### config.mk
export PLATFORM = sky130hd
export DESIGN_NAME = cfg_loader
export DESIGN_NICKNAME = d
export VERILOG_FILES = /design/src/shared/cfg_loader_pkg.sv /design/src/design/cfg_loader.sv
export SDC_FILE = /design/constraint.sdc
export NUM_CORES = 1
export LEC_CHECK = 0
export ABC_CLOCK_PERIOD_IN_PS = 1900
export BUFFER_PORTS_ARGS = -buffer_cell sky130_fd_sc_hd__clkbuf_2
export CORE_AREA = 2 2 188 190
export CTS_BUF_LIST = sky130_fd_sc_hd__clkbuf_4 sky130_fd_sc_hd__clkbuf_8 sky130_fd_sc_hd__clkbuf_16
export CTS_CLUSTER_DIAMETER = 30
export DETAILED_ROUTE_END_ITERATION = 10
export DIE_AREA = 0 0 190 192
export SLEW_MARGIN = 10
export SYNTH_ARGS = -nofsm -noshare
export SYNTH_HDL_FRONTEND = slang
export SYNTH_SLANG_ARGS = --single-unit
### constraint.sdc
create_clock -name clk_sys -period 1.9 [get_ports clk_sys]
set_input_delay 0.095 -clock clk_sys [delete_from_list [all_inputs] [get_ports clk_sys]]
set_output_delay 0.095 -clock clk_sys [all_outputs]
set_load 0.05 [all_outputs]
### src/shared/cfg_loader_pkg.sv
// Constants and carrier types for the settings commit and configuration restore logic.
//
// Functional notes
// - Writing 01h to commit_new_parameters adopts staged parameters and requests rescaling.
// - commit_new_parameters is global, write only, two bytes, reset value 01h.
// - stored_config_loader copies the selected stored configuration into active parameters.
// - stored_config_loader is global, one byte; bits 3:0 select, bits 7:4 reserved.
// - Communication status bit 1 flags a fault that no other status bit describes.
// - Input power read is global and ignores the selected output page.
// - Setpoint, limit, droop, rate and timing payloads are unsigned integers.
package cfg_loader_pkg;

	localparam logic [7:0] CMD_COMMIT = 8'hE7;
	localparam logic [7:0] CMD_RESTORE = 8'hF2;
	localparam logic [7:0] CMD_READ_PIN = 8'h97;
	localparam logic [2:0] COMMIT_LEN = 3'h2;
	localparam logic [2:0] RESTORE_LEN = 3'h1;
	localparam logic [2:0] READ_PIN_LEN = 3'h2;
	localparam logic [15:0] COMMIT_GO = 16'h0001;
	localparam logic [15:0] COMMIT_RESET = 16'h0001;
	localparam int SEL_MSB = 3;
	localparam int SEL_LSB = 0;
	localparam int SEL_W = SEL_MSB - SEL_LSB + 1;
	localparam int CML_OTHER_BIT = 1;
	localparam logic [7:0] CML_RESET = 8'h00;
	localparam int NUM_PARAMS = 8;
	localparam int PARAM_W = 16;

	// One command as handed over by the bus protocol engine.
	typedef struct packed {
		logic valid;
		logic is_write;
		logic [7:0] code;
		logic [2:0] len;
		logic [15:0] data;
	} pmbus_cmd_t;

	// Unsigned raw values of the rescaled threshold and timing commands.
	typedef logic [NUM_PARAMS-1:0][PARAM_W-1:0] param_set_t;

	typedef enum logic [0:0] {
		LD_IDLE,
		LD_WAIT
	} load_state_t;

endpackage : cfg_loader_pkg

### src/design/cfg_loader.sv
// Settings commit, stored configuration restore and small command-format checks.
`timescale 1ns/10ps
`default_nettype none
module cfg_loader (
	input wire logic clk_sys,
	input wire logic rst_b,
	input wire cfg_loader_pkg::pmbus_cmd_t cmd,
	input wire cfg_loader_pkg::param_set_t staged_params,
	input wire logic outputs_on,
	input wire logic nvm_done,
	input wire cfg_loader_pkg::param_set_t nvm_params,
	input wire logic [15:0] pin_power,
	input wire logic cml_clear,
	output logic commit_pulse_ff,
	output cfg_loader_pkg::param_set_t active_params_ff,
	output logic [15:0] commit_value_ff,
	output logic nvm_req_ff,
	output logic [cfg_loader_pkg::SEL_W-1:0] nvm_sel_ff,
	output logic restore_busy_ff,
	output logic [7:0] status_cml_ff,
	output logic rsp_valid_ff,
	output logic [15:0] rsp_data_ff
);
	import cfg_loader_pkg::*;

	////////////////////////////////////////////////////////////////////////////////
	// Command format check shared by every handled command.

	function automatic logic fmt_ok(input pmbus_cmd_t c, input logic wr, input logic [2:0] n);
		fmt_ok = (c.is_write == wr) && (c.len == n);
	endfunction : fmt_ok

	////////////////////////////////////////////////////////////////////////////////
	// Next-state logic.

	load_state_t state_ff;
	load_state_t nxt_state;
	logic nxt_commit_pulse;
	param_set_t nxt_active_params;
	logic [15:0] nxt_commit_value;
	logic nxt_nvm_req;
	logic [SEL_W-1:0] nxt_nvm_sel;
	logic [7:0] nxt_status_cml;
	logic nxt_rsp_valid;
	logic [15:0] nxt_rsp_data;
	logic other_fault;
	logic nxt_restore_busy;

	always_comb begin
		nxt_state = state_ff;
		nxt_commit_pulse = 1'b0;
		nxt_active_params = active_params_ff;
		nxt_commit_value = commit_value_ff;
		nxt_nvm_req = 1'b0;
		nxt_nvm_sel = nvm_sel_ff;
		nxt_status_cml = status_cml_ff;
		nxt_rsp_valid = 1'b0;
		nxt_rsp_data = rsp_data_ff;
		other_fault = 1'b0;
		if (cmd.valid) begin
			unique case (cmd.code)
				CMD_COMMIT: begin
					// Write only, two bytes; no page qualifies it.
					if (!fmt_ok(cmd, 1'b1, COMMIT_LEN) || state_ff == LD_WAIT) begin
						other_fault = 1'b1;
					end else begin
						nxt_commit_value = cmd.data;
						if (cmd.data == COMMIT_GO) begin
							// Staged raw values are taken as unsigned words.
							nxt_active_params = staged_params;
							nxt_commit_pulse = 1'b1;
						end
					end
				end
				CMD_RESTORE: begin
					// Loading under a running output is refused and flagged.
					if (!fmt_ok(cmd, 1'b1, RESTORE_LEN) || state_ff == LD_WAIT || outputs_on) begin
						other_fault = 1'b1;
					end else begin
						// Upper nibble is dropped unseen.
						nxt_nvm_sel = cmd.data[SEL_MSB:SEL_LSB];
						nxt_nvm_req = 1'b1;
						nxt_state = LD_WAIT;
					end
				end
				CMD_READ_PIN: begin
					if (!fmt_ok(cmd, 1'b0, READ_PIN_LEN)) begin
						other_fault = 1'b1;
					end else begin
						// The page selection never enters this answer.
						nxt_rsp_valid = 1'b1;
						nxt_rsp_data = pin_power;
					end
				end
				default: begin
				end
			endcase
		end
		if (state_ff == LD_WAIT && nvm_done) begin
			// Restored values go live and are rescaled like a commit.
			nxt_active_params = nvm_params;
			nxt_commit_pulse = 1'b1;
			nxt_state = LD_IDLE;
		end
		// A new fault in the clearing cycle keeps the bit set.
		if (other_fault) begin
			nxt_status_cml[CML_OTHER_BIT] = 1'b1;
		end else if (cml_clear) begin
			nxt_status_cml[CML_OTHER_BIT] = 1'b0;
		end
		nxt_restore_busy = (nxt_state == LD_WAIT);
	end

	////////////////////////////////////////////////////////////////////////////////
	// State registers.

	always_ff @(posedge clk_sys or negedge rst_b) begin
		if (!rst_b) begin
			state_ff <= LD_IDLE;
			commit_pulse_ff <= 1'b0;
			active_params_ff <= '0;
			commit_value_ff <= COMMIT_RESET;
			nvm_req_ff <= 1'b0;
			nvm_sel_ff <= '0;
			restore_busy_ff <= 1'b0;
			status_cml_ff <= CML_RESET;
			rsp_valid_ff <= 1'b0;
			rsp_data_ff <= '0;
		end else begin
			state_ff <= nxt_state;
			commit_pulse_ff <= nxt_commit_pulse;
			active_params_ff <= nxt_active_params;
			commit_value_ff <= nxt_commit_value;
			nvm_req_ff <= nxt_nvm_req;
			nvm_sel_ff <= nxt_nvm_sel;
			restore_busy_ff <= nxt_restore_busy;
			status_cml_ff <= nxt_status_cml;
			rsp_valid_ff <= nxt_rsp_valid;
			rsp_data_ff <= nxt_rsp_data;
		end
	end

	// Only the catch-all fault bit of the status byte is ever used.
	localparam logic [7:0] CML_MASK = 8'(1 << CML_OTHER_BIT);
endmodule : cfg_loader
`default_nettype wire

==> run_results.csv <==
group,metric,value,unit
status,status,"complete, no violations",
sta,fin_setup_tns,0,ns
cells_and_area,nets,1910,
pwr,power.share.clock,43.2,%
place,port_buffers,474,
sta,min_clock_period_post_route,1.82,ns
floorplan,floorplan.die_area,0.0365,mm²
yosys,synth_flop_cell,"dfrtp_1",
floorplan,floorplan.core_area,0.0343,mm²
clock_network,cts_made_buffers,17,
pwr,vdd.ir_drop.worst,0.613,mV
cells_and_area,fillCellCount,3163,
pwr,total_power,8.36,mW
route,routed-via-count,10671,
yosys,yosys_register_bits,169,
grt,vias_in_the_first_global_route,10667,
yosys,synth_enable_flop_cells,0,
yosys,synth_area_leader_cell,"dfrtp_1",
run,timing.max_cap.violations,0,
sta,achievable_freq,0.550,GHz
cells_and_area,instances_no_fill,2071,
pwr,p_int,6.26,mW
yosys,avgSynthCellArea,9.58,µm²
clock_network,tritoncts,"yes",
clock_network,tritoncts_num_sinks,169,
clock_network,insertion_delay,0.44,ns
route,postRouteWirelength,39.8,mm
route,drcViolationCount,0,
sta,worst-slew-pin-transition,0.536,ns
setup_path,cp-end-kind,"flip-flop",
grt,globalRoute.totalOverflow,0,
place,place_congestion,0.850,
cells_and_area,multi_input_logic_area,0.00345,mm²
yosys,yosys-top-cells-area,"dfrtp_1, nand4_1, a31oi_1, o21ai_1, nor2_1",
yosys,syn-cell-area,0.00827,mm²
grt,number_of_antenna_violations_at_the_first_check_in_global_routing,0,
hold_path,worstHoldPathType,"primary input to flip-flop",
yosys,ys_seq_area_share,51.1,%
pwr,switching_share,25.1,%
setup_path,worstSetupStartpointType,"primary input",
floorplan,core.rowCount,68,
grt,grt_start_max_net_pins,73,
cells_and_area,final-seq-area,0.00423,mm²
yosys,yosys_warnings,0,
clock_network,clk_pin_slew_worst_paths,0.08,ns
sta,worst_slew_margin_rel,64.0,%
clock_network,cts_root_buffer,"clkbuf_16",
yosys,yosys.area.top_type_share,50.8,%
setup_path,timing.setup.critical_path_class,"primary input to flip-flop",
sta,hold_violations,0,
route,routed_via_density,5.15,
route,route.detailed.wl_per_inst,19.2,µm
cells_and_area,n_antenna_cell,0,
setup_path,worst-endpoint-required,2.26,ns
yosys,synthArstFlopShare,100,%
clock_network,cts.path.max_buffers,2,
floorplan,die_w,190,µm
clock_network,cts_max_level,4,
sta,final_max_slew_viol_count,0,
floorplan,initial_utilization,24.1,%
pwr,cellPowerDensity,559,mW/mm²
yosys,yosysUniqueCellTypes,32,
pwr,power.leakage,7.41,nW
setup_path,critPathMaxFanout,24,
yosys,syn_inst,863,
pwr,pwr-share-seq,43.3,%
route,antenna_left,0,
cells_and_area,drive_above_1_share,35.5,%
sta,final.period_utilization,95.7,%
grt,grt_use_total,19.9,%
place,dp.cells,1738,
sta,skew,0.00648,ns
route,drt_first_pass_iters,8,
floorplan,num_io_pins,482,
pwr,p_comb_share,13.5,%
cells_and_area,areaGrowthSynthToFinish,80.7,%
sta,report.final.setup_viol,0,
pwr,switching_power,2.10,mW
grt,grt_pass1_wl,56.9,mm
setup_path,cp_data_arrival_time,2.18,ns
route,drt_iter0_drc,797,
place,dp_hpwl,23.4,mm
floorplan,die_h,192,µm
cell usage in the layout (no fill, tap or decap), drive strengths merged, types with 2 or more instances in the layout:
cell	synthesis	final
dfrtp	168	168
a21oi	2	2
mux2	36	36
clkinvlp	0	4
inv	1	5
clkinv	0	2
o21ai	131	131
nand2	5	5
nor2	129	129
dlygate4sd3	0	294
bufinv	0	2
nor4b	2	2
buf	59	55
and3	3	3
nor4	4	4
a31oi	128	128
nor2b	4	4
and4b	2	2
conb	1	7
nand4	130	130
clkbuf	50	495
power groups by stage:
| stage | registers [mW] | clock network (mW) | logic (mW) |
|---|---|---|---|
| after CTS | 3.62 | 3.70 | 1.10 |
| after floorplan | 3.75 | 0 | 0.0931 |
| after global placement | 3.69 | 0 | 0.618 |
| after detailed placement | 3.69 | 0 | 0.616 |
| after global routing | 3.62 | 3.83 | 1.20 |
| final | 3.62 | 3.61 | 1.13 |
cells in the mapped netlist (2+ instances only):
| master | count |
|---|---|
| a21oi_1 | 2 |
| mux2_1 | 36 |
| and4b_1 | 2 |
| nor4_2 | 3 |
| clkbuf_1 | 50 |
| dfrtp_1 | 168 |
| nor2b_1 | 4 |
| nor2_1 | 129 |
| buf_6 | 3 |
| buf_1 | 3 |
| nand4_1 | 130 |
| buf_2 | 31 |
| buf_8 | 11 |
| buf_4 | 11 |
| nand2_1 | 5 |
| a31oi_1 | 128 |
| and3_1 | 3 |
| o21ai_1 | 130 |
worst paths after layout:
kind / depth (start not counted) / endpoint / slack, ns / start
max: 8 / active_params_ff[101]$_DFFE_PN0P_ / 0.08 / cmd[9]
max reg2reg: 6 / active_params_ff[122]$_DFFE_PN0P_ / 0.14 / state_ff$_DFFE_PN0P_
max in group asynchronous: 3 / active_params_ff[76]$_DFFE_PN0P_ / 1.05 / rst_b
min in group asynchronous: 2 / active_params_ff[78]$_DFFE_PN0P_ / 0.17 / rst_b
min reg2reg: 1 / rsp_data_ff[10]$_DFFE_PN0P_ / 0.49 / rsp_data_ff[10]$_DFFE_PN0P_
min: 4 / status_cml_ff[1]$_DFFE_PN0P_ / 0.06 / cmd[21]
worst max-delay path, stage by stage:
cell and delay (ns):
dlygate4sd3_1 0.64, nor4_4 0.32, buf_4 0.16, and4_4 0.30
buf_4 0.15, clkbuf_16 0.20, nand4_1 0.12, a31oi_1 0.19
final cells by class:
class | count | area share [%]
sequential | 169 | 28.3
tap | 455 | 3.81
multi-input combinational | 590 | 23.1
inverter | 1 | 0.0251
clock inverter | 12 | 0.946
clock buffer | 19 | 2.95
timing repair buffer | 825 | 40.8
registers in the layout (all words and copies together), names as in the netlist:
name              cells
rsp_valid_ff          1
rsp_data_ff          16
status_cml_ff         1
state_ff              1
nvm_sel_ff            4
nvm_req_ff            1
commit_pulse_ff       1
active_params_ff    128
commit_value_ff      16
timing repair:
| action | in CTS | in global routing |
|---|---|---|
| hold buffers | 294 | 0 |
| endpoints found under the setup margin | 0 | 128 |
| setup buffers | 0 | 4 |
| resized for setup | 0 | 6 |
| hold endpoints to repair | 214 | 0 |
per-stage QoR:
stage / worst slack (ns) / hold slack [ns] / cell area [µm²] / utilization (%)
detailed placement: -0.109 / 0.0950 / 11200 / 32.8
CTS: 0.00100 / 0.0180 / 14800 / 43.1
global route: -0.00234 / 0.0579 / 14900 / 43.6
global placement: -0.196 / 0.0799 / 11200 / 32.8
finish: 0.0816 / 0.0616 / 14900 / 43.6
floorplan: 0.0836 / -0.201 / 8290 / -
cells by family after synthesis:
group / count (synthesis) / synth area share, %
multiplexers: 36 / 4.90
other: 1 / 0.0453
AO/OA/AOI/OAI: 262 / 17.8
buffers and inverters: 110 / 7.73
flip-flops: 169 / 51.1
AND/OR/NAND/NOR: 285 / 18.4
routing by layer:
metal / routed length, µm / GRT usage, % / share of wire [%] / vias to the layer above
met1: 15100 / 23.5 / 38 / 5059
met3: 3420 / 5.19 / 8.6 / 176
met5: 0 / 0 / 0 / -
met2: 19200 / 32.9 / 48 / 723
li1: - / - / - / 4713
met4: 2060 / 11.5 / 5.2 / 0
Power figures use the tool's default switching activity.
